File: src/pmt_pkg.sv
// constants and types shared by the protocol translator
`default_nettype none
package pmt_pkg;
  // native protocol opcodes
  localparam logic [7:0]  NAT_PRI_READ    = 8'h20;
  localparam logic [7:0]  NAT_NP_READ     = 8'h00;
  localparam logic [7:0]  NAT_NP_RREAD    = 8'h04;
  localparam logic [7:0]  NAT_PRI_WRITE   = 8'h1E;
  localparam logic [7:0]  NAT_NP_WRITE    = 8'h02;
  localparam logic [7:0]  NAT_PRI_PRINT   = 8'h22;
  localparam logic [7:0]  NAT_PRINT_REPLY = 8'h92;
  // modbus function codes
  localparam logic [7:0]  MB_RD_COILS     = 8'h01;
  localparam logic [7:0]  MB_RD_INPUTS    = 8'h02;
  localparam logic [7:0]  MB_RD_HOLD      = 8'h03;
  localparam logic [7:0]  MB_RD_INREG     = 8'h04;
  localparam logic [7:0]  MB_FORCE_COIL   = 8'h05;
  localparam logic [7:0]  MB_PRESET_REG   = 8'h06;
  localparam logic [7:0]  MB_FORCE_COILS  = 8'h0F;
  localparam logic [7:0]  MB_WR_MULTI     = 8'h10;
  localparam logic [7:0]  MB_WRAP         = 8'h11;
  localparam logic [7:0]  MB_MASK_WR      = 8'h16;
  localparam logic [7:0]  MB_RAND_RD      = 8'h64;
  // encapsulation markers
  localparam logic [7:0]  WRAP_QRY_PARAM  = 8'h01;
  localparam logic [7:0]  WRAP_RPL_PARAM  = 8'h02;
  localparam logic [15:0] WRAP_STATUS     = 16'hBAD5;
  localparam logic [7:0]  WRAP_ADDR_TX    = 8'h00;
  localparam logic [7:0]  STAT_COIL_SFX   = 8'h03;
  localparam logic [7:0]  STAT_INPUT_SFX  = 8'h05;
  localparam logic [15:0] MASK_ALL        = 16'hFFFF;
  localparam logic [7:0]  COUNT_ONE       = 8'h01;
  localparam logic [7:0]  REG_BITS        = 8'h10;
  // sizes
  localparam int          TAG_W           = 3;
  localparam int          TAG_N           = 8;
  localparam int          FIFO_DEPTH      = 8;
  // port modes, gray along pass-native-gate-host
  typedef enum logic [1:0] {
    PMT_PORT_PASS    = 2'b00,
    PMT_PORT_NATIVE  = 2'b01,
    PMT_PORT_MB_GATE = 2'b11,
    PMT_PORT_MB_HOST = 2'b10
  } pmt_mode_t;
  // one message descriptor
  typedef struct packed {
    logic             from_mb;   // originated on modbus side
    logic             reply;     // answer, not query
    logic             error;     // error answer
    logic             wrapped;   // carried by encapsulation
    logic [TAG_W-1:0] tag;       // transaction slot
    logic [7:0]       code;      // opcode or function
    logic [15:0]      status;    // status address / transnum
    logic [15:0]      start;     // first register or coil
    logic [7:0]       count;     // registers or coils
    logic [15:0]      mask;      // write bit mask
    logic [15:0]      data;      // first data word
    logic             has_param; // function 17 parameter present
    logic [7:0]       param;     // function 17 parameter
    logic [7:0]       addr_byte; // wrapped modbus address byte
  } pmt_msg_t;
  localparam pmt_msg_t MSG_RESET = '0;
endpackage
`default_nettype wire

File: src/pmt_translator.sv
// message translator between native plc protocol and modbus, with output fifo
//
// Functional notes
// decode the six native opcodes
// alarm uses priority write opcode
// masked write changes only selected bits
// controllers send only priority peer messages
// reads to function 3, priority write 16
// all-ones mask write becomes function 16
// single register partial contiguous mask: function 22
// other native commands wrapped in 17
// function 17 with parameter is wrapped
// coil/input reads to priority read, status
// functions 3/4 to non-priority read
// single coil force to masked write
// functions 6 and 16 transnum status
// multiple coils in one register masked
// function 22 to masked native write
// function 100 to random read
// untranslatable modbus wrapped in print BAD5
// wrapped modbus replies use print reply
// address byte sent zero, ignored received
// plain modbus target: only 3/16/22/100
// modbus ports reject wrapped native messages
// native ports reject wrapped modbus messages
// transparent ports forward everything unchanged
// replies mapped back to originator form
`timescale 1ns/1ps
`default_nettype none

// plain synchronous fifo
module pmt_fifo #(
  parameter int W     = 8,
  parameter int DEPTH = 8
) (
  input  wire logic         core_clk,
  input  wire logic         rst,
  input  wire logic         wr_valid,
  output logic              wr_ready,
  input  wire logic [W-1:0] wr_data,
  output logic              rd_valid,
  input  wire logic         rd_ready,
  output logic [W-1:0]      rd_data
);
  localparam int AW = $clog2(DEPTH);

  logic [W-1:0] mem [DEPTH];   // storage
  logic [AW-1:0] wr_ptr;       // next write slot
  logic [AW-1:0] rd_ptr;       // next read slot
  logic [AW:0]   level;        // words held
  logic          do_wr;        // push this cycle
  logic          do_rd;        // pop this cycle

  assign wr_ready = (level != (AW+1)'(DEPTH));
  assign rd_valid = (level != '0);
  assign rd_data  = mem[rd_ptr];
  assign do_wr    = wr_valid && wr_ready;
  assign do_rd    = rd_valid && rd_ready;

  // storage is not reset; level guards its contents
  always_ff @(posedge core_clk)
  begin
    if (do_wr)
      mem[wr_ptr] <= wr_data;
  end
  // pointers wrap; depth is a power of two
  always_ff @(posedge core_clk or posedge rst)
  begin
    if (rst)
    begin
      wr_ptr <= '0;
      rd_ptr <= '0;
    end
    else
    begin
      if (do_wr)
        wr_ptr <= wr_ptr + 1'b1;
      if (do_rd)
        rd_ptr <= rd_ptr + 1'b1;
    end
  end
  // fill level, push and pop may coincide
  always_ff @(posedge core_clk or posedge rst)
  begin
    if (rst)
      level <= '0;
    else if (do_wr && !do_rd)
      level <= level + 1'b1;
    else if (do_rd && !do_wr)
      level <= level - 1'b1;
  end
endmodule // pmt_fifo

// translator top
module pmt_translator
  import pmt_pkg::*;
(
  input  wire logic      core_clk,
  input  wire logic      rst,
  input  wire pmt_mode_t port_mode,
  input  wire logic      target_is_modbus,
  input  wire logic      in_valid,
  output logic           in_ready,
  input  wire pmt_msg_t  in_msg,
  output logic           out_valid,
  input  wire logic      out_ready,
  output pmt_msg_t       out_msg,
  output logic           wrap_pulse,
  output logic           error_pulse
);

  // true when mask is one run of ones
  function automatic logic contiguous(input logic [15:0] m);
    logic [15:0] low;
    logic [15:0] sum;
    low = m & (~m + 16'h0001);
    sum = m + low;
    contiguous = (m != '0) && ((sum & m) == '0);
  endfunction
  // mask of count coils from bit position pos
  function automatic logic [15:0] coil_mask(input logic [3:0] pos, input logic [3:0] cnt);
    logic [16:0] run;
    run = (17'h00001 << cnt) - 17'h00001;
    coil_mask = 16'(run << pos);
  endfunction
  // build a locally produced error answer
  function automatic pmt_msg_t err_reply(input pmt_msg_t m);
    pmt_msg_t r;
    r           = m;
    r.reply     = 1'b1;
    r.error     = 1'b1;
    r.wrapped   = 1'b1;
    r.addr_byte = WRAP_ADDR_TX;
    if (m.from_mb)
    begin
      r.code      = MB_WRAP;
      r.has_param = 1'b1;
      r.param     = WRAP_RPL_PARAM;
    end
    else
    begin
      r.code   = NAT_PRINT_REPLY;
      r.status = WRAP_STATUS;
    end
    err_reply = r;
  endfunction
  // wrap a modbus message into a native print
  function automatic pmt_msg_t wrap_mb(input pmt_msg_t m);
    pmt_msg_t r;
    r           = m;
    r.code      = NAT_PRI_PRINT;
    r.status    = WRAP_STATUS;
    r.addr_byte = WRAP_ADDR_TX;
    r.wrapped   = 1'b1;
    wrap_mb     = r;
  endfunction
  // native query toward a modbus port
  function automatic pmt_msg_t nat_to_mb(input pmt_msg_t m);
    pmt_msg_t r;
    r = m;
    case (m.code)
      NAT_PRI_READ, NAT_NP_READ:
        r.code = MB_RD_HOLD;
      NAT_PRI_WRITE:                                // alarm shares this code
      begin
        r.code = MB_WR_MULTI;
        r.mask = MASK_ALL;                          // no mask on priority write
      end
      NAT_NP_WRITE:
      begin
        if (m.mask == MASK_ALL)
          r.code = MB_WR_MULTI;
        else if (m.count == COUNT_ONE && contiguous(m.mask))
        begin
          r.code = MB_MASK_WR;
          r.data = m.data & m.mask;                 // unselected data bits cleared
        end
        else
        begin
          r.code      = MB_WRAP;
          r.has_param = 1'b1;
          r.param     = WRAP_QRY_PARAM;
          r.wrapped   = 1'b1;
        end
      end
      default:                                      // random read, print, others
      begin
        r.code      = MB_WRAP;
        r.has_param = 1'b1;
        r.param     = WRAP_QRY_PARAM;
        r.wrapped   = 1'b1;
      end
    endcase
    nat_to_mb = r;
  endfunction
  // modbus query toward the native side
  function automatic pmt_msg_t mb_to_nat(input pmt_msg_t m, input logic tmb);
    pmt_msg_t   r;
    logic [4:0] span;
    logic       ok;
    r    = m;
    span = 5'(m.start[3:0]) + 5'(m.count[3:0]);
    // plain modbus target keeps only four functions
    ok   = !tmb || m.code == MB_RD_HOLD || m.code == MB_WR_MULTI ||
           m.code == MB_MASK_WR || m.code == MB_RAND_RD;
    if (!ok)
      r = wrap_mb(m);
    else
    begin
      case (m.code)
        MB_RD_COILS, MB_RD_INPUTS:
        begin
          r.code   = NAT_PRI_READ;
          r.status = {m.start[3:0], m.count[3:0], (m.code == MB_RD_COILS) ? STAT_COIL_SFX : STAT_INPUT_SFX};
        end
        MB_RD_HOLD, MB_RD_INREG:
        begin
          r.code   = NAT_NP_READ;
          r.status = 16'(m.code);
        end
        MB_FORCE_COIL:
        begin
          r.code   = NAT_NP_WRITE;
          r.status = 16'(m.code);
          r.mask   = coil_mask(m.start[3:0], 4'h1); // exactly one bit
          r.count  = COUNT_ONE;
        end
        MB_PRESET_REG, MB_WR_MULTI:
        begin
          r.code   = NAT_NP_WRITE;
          r.status = 16'(m.code);
        end
        MB_FORCE_COILS:
        begin
          // coils must stay inside one register
          if (m.count != '0 && m.count < REG_BITS && span <= 5'(REG_BITS))
          begin
            r.code   = NAT_NP_WRITE;
            r.status = 16'(m.code);
            r.mask   = coil_mask(m.start[3:0], m.count[3:0]);
            r.count  = COUNT_ONE;
          end
          else
            r = wrap_mb(m);
        end
        MB_MASK_WR:
        begin
          r.code   = NAT_NP_WRITE;
          r.status = 16'(MB_WR_MULTI);
        end
        MB_RAND_RD:
          r.code = NAT_NP_RREAD;
        default:
          r = wrap_mb(m);
      endcase
    end
    mb_to_nat = r;
  endfunction
  // full translation of one descriptor
  function automatic pmt_msg_t xlate(input pmt_msg_t m, input pmt_mode_t mode,
                                     input logic tmb, input logic [8:0] orig);
    pmt_msg_t r;
    logic     mb_port;
    logic     wrapped_mb;
    logic     wrapped_nat;
    r           = m;
    mb_port     = (mode == PMT_PORT_MB_GATE) || (mode == PMT_PORT_MB_HOST);
    wrapped_mb  = (m.code == NAT_PRI_PRINT) && (m.status == WRAP_STATUS);
    wrapped_nat = (m.code == MB_WRAP) && m.has_param;
    if (mode == PMT_PORT_PASS)
      r = m;
    else if (m.reply)
    begin
      r.code      = orig[7:0];
      r.wrapped   = orig[8];
      r.has_param = 1'b0;
      r.addr_byte = WRAP_ADDR_TX;                   // received byte ignored
    end
    else if (!m.from_mb)
    begin
      if (mode == PMT_PORT_NATIVE && wrapped_mb)
        r = err_reply(m);
      else if (mb_port)
        r = nat_to_mb(m);
    end
    else if (mb_port)
    begin
      if (wrapped_nat)
        r = err_reply(m);
      else
        r = mb_to_nat(m, tmb);
    end
    xlate = r;
  endfunction
  logic       stage_valid;    // translated word waiting
  pmt_msg_t   stage_msg;      // translated word
  logic       capture;        // input accepted
  logic       push;           // stage into fifo
  logic       next_stage_v;   // stage occupancy next
  pmt_msg_t   next_msg;       // translation of input
  logic [8:0] orig_tab [TAG_N]; // original code per tag
  logic       fifo_ready;     // fifo space
  logic       fifo_valid;     // fifo has data
  pmt_msg_t   fifo_data;      // fifo head
  logic       load_out;       // fifo head to output
  assign capture      = in_valid && in_ready;
  assign push         = stage_valid && fifo_ready;
  assign next_stage_v = (stage_valid && !push) || capture;
  assign next_msg     = xlate(in_msg, port_mode, target_is_modbus, orig_tab[in_msg.tag]);
  assign load_out     = fifo_valid && (!out_valid || out_ready);
  // ready is registered, so the stage accepts every other cycle at best
  always_ff @(posedge core_clk or posedge rst)
  begin
    if (rst)
    begin
      in_ready    <= 1'b0;
      stage_valid <= 1'b0;
    end
    else
    begin
      in_ready    <= !next_stage_v;
      stage_valid <= next_stage_v;
    end
  end

  // stage data
  always_ff @(posedge core_clk or posedge rst)
  begin
    if (rst)
      stage_msg <= MSG_RESET;
    else if (capture)
      stage_msg <= next_msg;
  end
  // remember each query's original code for the answer path
  genvar gi;
  generate
    for (gi = 0; gi < TAG_N; gi++)
    begin : g_orig
      always_ff @(posedge core_clk or posedge rst)
      begin
        if (rst)
          orig_tab[gi] <= '0;
        else if (capture && !in_msg.reply && !next_msg.reply && in_msg.tag == TAG_W'(gi))
          orig_tab[gi] <= {next_msg.wrapped, in_msg.code};
      end
    end
  endgenerate
  // event pulses, one cycle after capture
  always_ff @(posedge core_clk or posedge rst)
  begin
    if (rst)
    begin
      wrap_pulse  <= 1'b0;
      error_pulse <= 1'b0;
    end
    else
    begin
      wrap_pulse  <= capture && next_msg.wrapped && !next_msg.error;
      error_pulse <= capture && next_msg.error;
    end
  end
  // the fifo absorbs stalls on the output side
  pmt_fifo #(
    .W     ($bits(pmt_msg_t)),
    .DEPTH (FIFO_DEPTH)
  ) u_fifo (
    .core_clk (core_clk),
    .rst      (rst),
    .wr_valid (stage_valid),
    .wr_ready (fifo_ready),
    .wr_data  (stage_msg),
    .rd_valid (fifo_valid),
    .rd_ready (load_out),
    .rd_data  (fifo_data)
  );
  // registered output slot
  always_ff @(posedge core_clk or posedge rst)
  begin
    if (rst)
    begin
      out_valid <= 1'b0;
      out_msg   <= MSG_RESET;
    end
    else if (load_out)
    begin
      out_valid <= 1'b1;
      out_msg   <= fifo_data;
    end
    else if (out_ready)
      out_valid <= 1'b0;
  end
endmodule // pmt_translator
`default_nettype wire

File: config.mk
export PLATFORM = sky130hd
export DESIGN_NAME = pmt_translator
export DESIGN_NICKNAME = d
export VERILOG_FILES = /design/src/pmt_pkg.sv /design/src/pmt_translator.sv
export SDC_FILE = /design/constraint.sdc
export NUM_CORES = 2
export LEC_CHECK = 0
export BUFFER_PORTS_ARGS = -buffer_cell sky130_fd_sc_hd__buf_2
export CAP_MARGIN = 40
export CORE_MARGIN = 2
export CORE_UTILIZATION = 55
export DETAILED_ROUTE_END_ITERATION = 10
export PLACE_DENSITY = 0.72
export SYNTH_ARGS = -nofsm -noshare
export SYNTH_HDL_FRONTEND = slang
export SYNTH_HIERARCHICAL = 1
export SYNTH_SLANG_ARGS = --single-unit
File: constraint.sdc
create_clock -name core_clk -period 10.2 [get_ports core_clk]
set_input_delay 2.04 -clock core_clk [delete_from_list [all_inputs] [get_ports core_clk]]
set_output_delay 2.04 -clock core_clk [all_outputs]
set_load 0.005 [all_outputs]
==> results.py <==
metrics = {
    "run_status": {
        "outcome": "completed",
    },
    "worst_setup_path": {
        "critPathKind": "in2reg",
        "crit_path_end_kind": "flip-flop",
        "arrival_ns": 6.21,
        "cp.required_ns": 10.76,
        "critical_path_peak_fanout": 25,
        "critPathLaunchType": "primary input",
    },
    "floorplanning": {
        "die_w_microns": 294.0,
        "num_io_pins": 219,
        "initial_core_util_pct": 55.45,
        "fp.dieArea_sq_um": 86430,
        "core-area_sq_um": 83420,
        "num_rows": 106,
        "fp.dieH_microns": 294.0,
    },
    "drt": {
        "wl_met3_microns": 7624,
        "vias_per_cell": 6.281,
        "wl_microns": 108200,
        "via_count": 25362,
        "wl_per_cell_microns": 26.81,
        "ant_nets": 0,
        "drt_iter0_markers": 2045,
        "highest_layer": "met5",
        "drt_first_pass_iters": 5,
        "wl_met1_microns": 44930,
        "remaining_drc_errors": 0,
        "routed-wl-met2_microns": 52890,
    },
    "synthesis": {
        "ys_async_sr_fraction_pct": 26.18,
        "mappedNetlistNets": 2757,
        "synthesis.instances": 2634,
        "synth-seq-cells": 1127,
        "synthTopCellsByArea": "edfxtp_1 54%, dfrtp_1 16%, mux4_2 11%, mux2_2 6.5%, nand2_1 1.5%",
        "yosysTopAreaCellShare_pct": 54.01,
        "synthTopCellsByCount": "832 x edfxtp_1, 295 x dfrtp_1, 268 x mux2_2",
        "syn-cell-area_sq_um": 46250,
        "yosysMostFrequentCell": "edfxtp_1",
        "ys_warn_count": 6,
        "syn_area_per_cell_sq_um": 17.56,
        "synth_edf_count": 832,
        "synth_top_cell_by_area": "edfxtp_1",
        "synth_seq_area_share_pct": 69.97,
        "ys.flop_type": "edfxtp_1",
        "synth_cell_types": 90,
    },
    "timing": {
        "tightest_slew_ns": 1.176,
        "finalCriticalPeriod_ns": 5.651,
        "fmax_mhz": 177.0,
        "tns_ns": 0,
        "fin_crit_sh_pct": 55.40,
        "setup_ws_ns": 4.549,
        "relSlewSlack_pct": 21.57,
        "clock_skew_ns": 0.03888,
        "slew_viol_final": 0,
        "rsz0062_at_grt": "false",
        "setup_viol_count_final": 0,
        "hold_viol_final": 0,
    },
    "cts": {
        "ctsLongestPathBuffers": 3,
        "clock-sinks": 1127,
        "postCtsSetupRepairBufs": 0,
        "cts-root-buf": "clkbuf_16",
        "cts_buffers": 112,
        "hold_buffers": 0,
        "htree_levels": 3,
        "clk_pin_slew_worst_paths_ns": 0.06,
        "cts.repair.resized": 0,
        "clock_latency_ns": 0.68,
        "cts_tree": "built",
    },
    "power": {
        "switching_share_pct": 27.97,
        "p_comb_share_pct": 25.3,
        "pwr-share-clk_pct": 29.0,
        "switching_power_uw": 4023,
        "p_int_uw": 10360,
        "powerDensity_nw_per_um2": 273.8,
        "p_leak_uw": 0.01860,
        "p_total_uw": 14380,
        "vdd_ir_drop_max_uv": 202.7,
        "seq_power_share_pct": 45.7,
    },
    "finish": {
        "area_growth_pct": 13.58,
        "final_layout_size_suffix_gt1_share_pct": 33.32,
        "fillers": 5778,
        "final_nets": 2982,
        "final_cells": 4038,
    },
    "worst_hold_path": {
        "hp-class": "reg2reg",
    },
    "global_routing": {
        "antenna_found_initial": 10,
        "grtUsageTotal_pct": 25.43,
        "grt_pass1_vias": 26143,
        "grt_max_degree": 159,
        "grt_pass1_wl_microns": 163500,
        "overflow": 0,
    },
    "placement": {
        "hpwl_microns": 66000,
        "dp_cells": 3825,
        "pre_cts_ws_ns": 3.865,
        "port_buffers": 218,
        "gp_congestion": 0.9077,
    },
    "flow_run": {
        "drv_cap": 0,
    },
}
routing by layer:
metal	track usage, %	vias to the layer above
met1	35.77	13318
met5	0	-
met3	4.441	182
met2	41.06	964
li1	-	10886
met4	7.977	12
power groups by stage:
stage               clock, uW  combinational [uW]  sequential (uW)
finish                   4170                3640             6570
detailed placement          0                3690             6670
CTS                      4240                3710             6580
floorplan                   0                2650             6480
global route             4420                3920             6670
global placement            0                3470             6670
cells in the final DEF, fill, tap and decap left out, drive strengths merged, types with 9 or more instances in the layout:
cell,n
xnor2,11
mux4,227
a21oi,70
or3,10
buf,268
dfrtp,295
or4,9
nand3,23
a41oi,11
clkinv,35
inv,30
edfxtp,832
nand2,183
nand2b,12
mux2,271
a22o,13
clkbuf,163
mux2i,18
nand4,11
nor2,104
nor4,10
o21a,18
a31oi,20
nor2b,17
ha,10
o21ai,78
a211oi,12
nor3,30
metrics by stage:
step           hold WS (ns)  utilization, %  cell area, sq um
2_1_floorplan        0.4446               -             46250
3_3_place_gp         0.4565           57.91             48310
3_5_place_dp         0.4695           58.38             48710
4_1_cts              0.4836           62.97             52530
5_1_grt              0.5048           62.98             52540
6_report             0.4825           62.98             52540
area by class of cell:
| type | count | area [sq um] | area share (%) |
|---|---|---|---|
| tap | 1080 | 1351 | 2.572 |
| timing repair buffer | 268 | 1743 | 3.317 |
| clock inverter | 48 | 528.0 | 1.005 |
| inverter | 31 | 123.9 | 0.2358 |
| sequential | 1127 | 32380 | 61.63 |
| antenna | 2 | 5.005 | 0.009526 |
| clock buffer | 163 | 3299 | 6.280 |
| multi-input combinational | 1319 | 13110 | 24.95 |
flip-flops by register name, indices dropped and copies added, names as in the netlist:
register       count
u_fifo/rd_ptr      3
u_fifo/level       4
wrap_pulse         1
error_pulse        1
orig_tab          72
u_fifo/wr_ptr      3
stage_valid        1
u_fifo/mem       832
stage_msg        104
out_msg          104
out_valid          1
in_ready           1
cell families after synthesis:
logic type / share of synthesized area (%)
fa+ha+maj: 0.3787
simple gates: 5.015
xor+xnor: 0.2272
flops: 69.97
mux: 18.04
compound gates: 4.515
buf+inv: 1.850
final timing paths:
path                                             start                          end  slack, ns  cells after the start
max                                         in_msg[58]    stage_msg[50]$_DFFE_PP0P_       4.55                     12
min                           orig_tab[67]$_DFFE_PP0P_     orig_tab[67]$_DFFE_PP0P_       0.48                      2
max reg2reg                u_fifo/level[0]$_DFFE_PP0P_  u_fifo/mem[2][35]$_DFFE_PP_       6.31                      5
min reg2reg                   orig_tab[67]$_DFFE_PP0P_     orig_tab[67]$_DFFE_PP0P_       0.48                      2
max in group asynchronous                          rst      out_msg[39]$_DFFE_PP0P_       6.59                      5
min in group asynchronous                          rst        out_valid$_DFFE_PP0P_       1.35                      2
worst max-delay path, stage by stage:
cell      delay (ns)
buf_2           0.41
clkinv_1        0.58
fa_1            0.63
xnor2_1         0.15
nor3b_1         0.16
o21ai_1         0.18
a211oi_2        0.68
o21bai_1        0.40
buf_4           0.28
nor2_1          0.18
nor2_1          0.23
a22o_1          0.26
(Power assumes the default switching activity.)
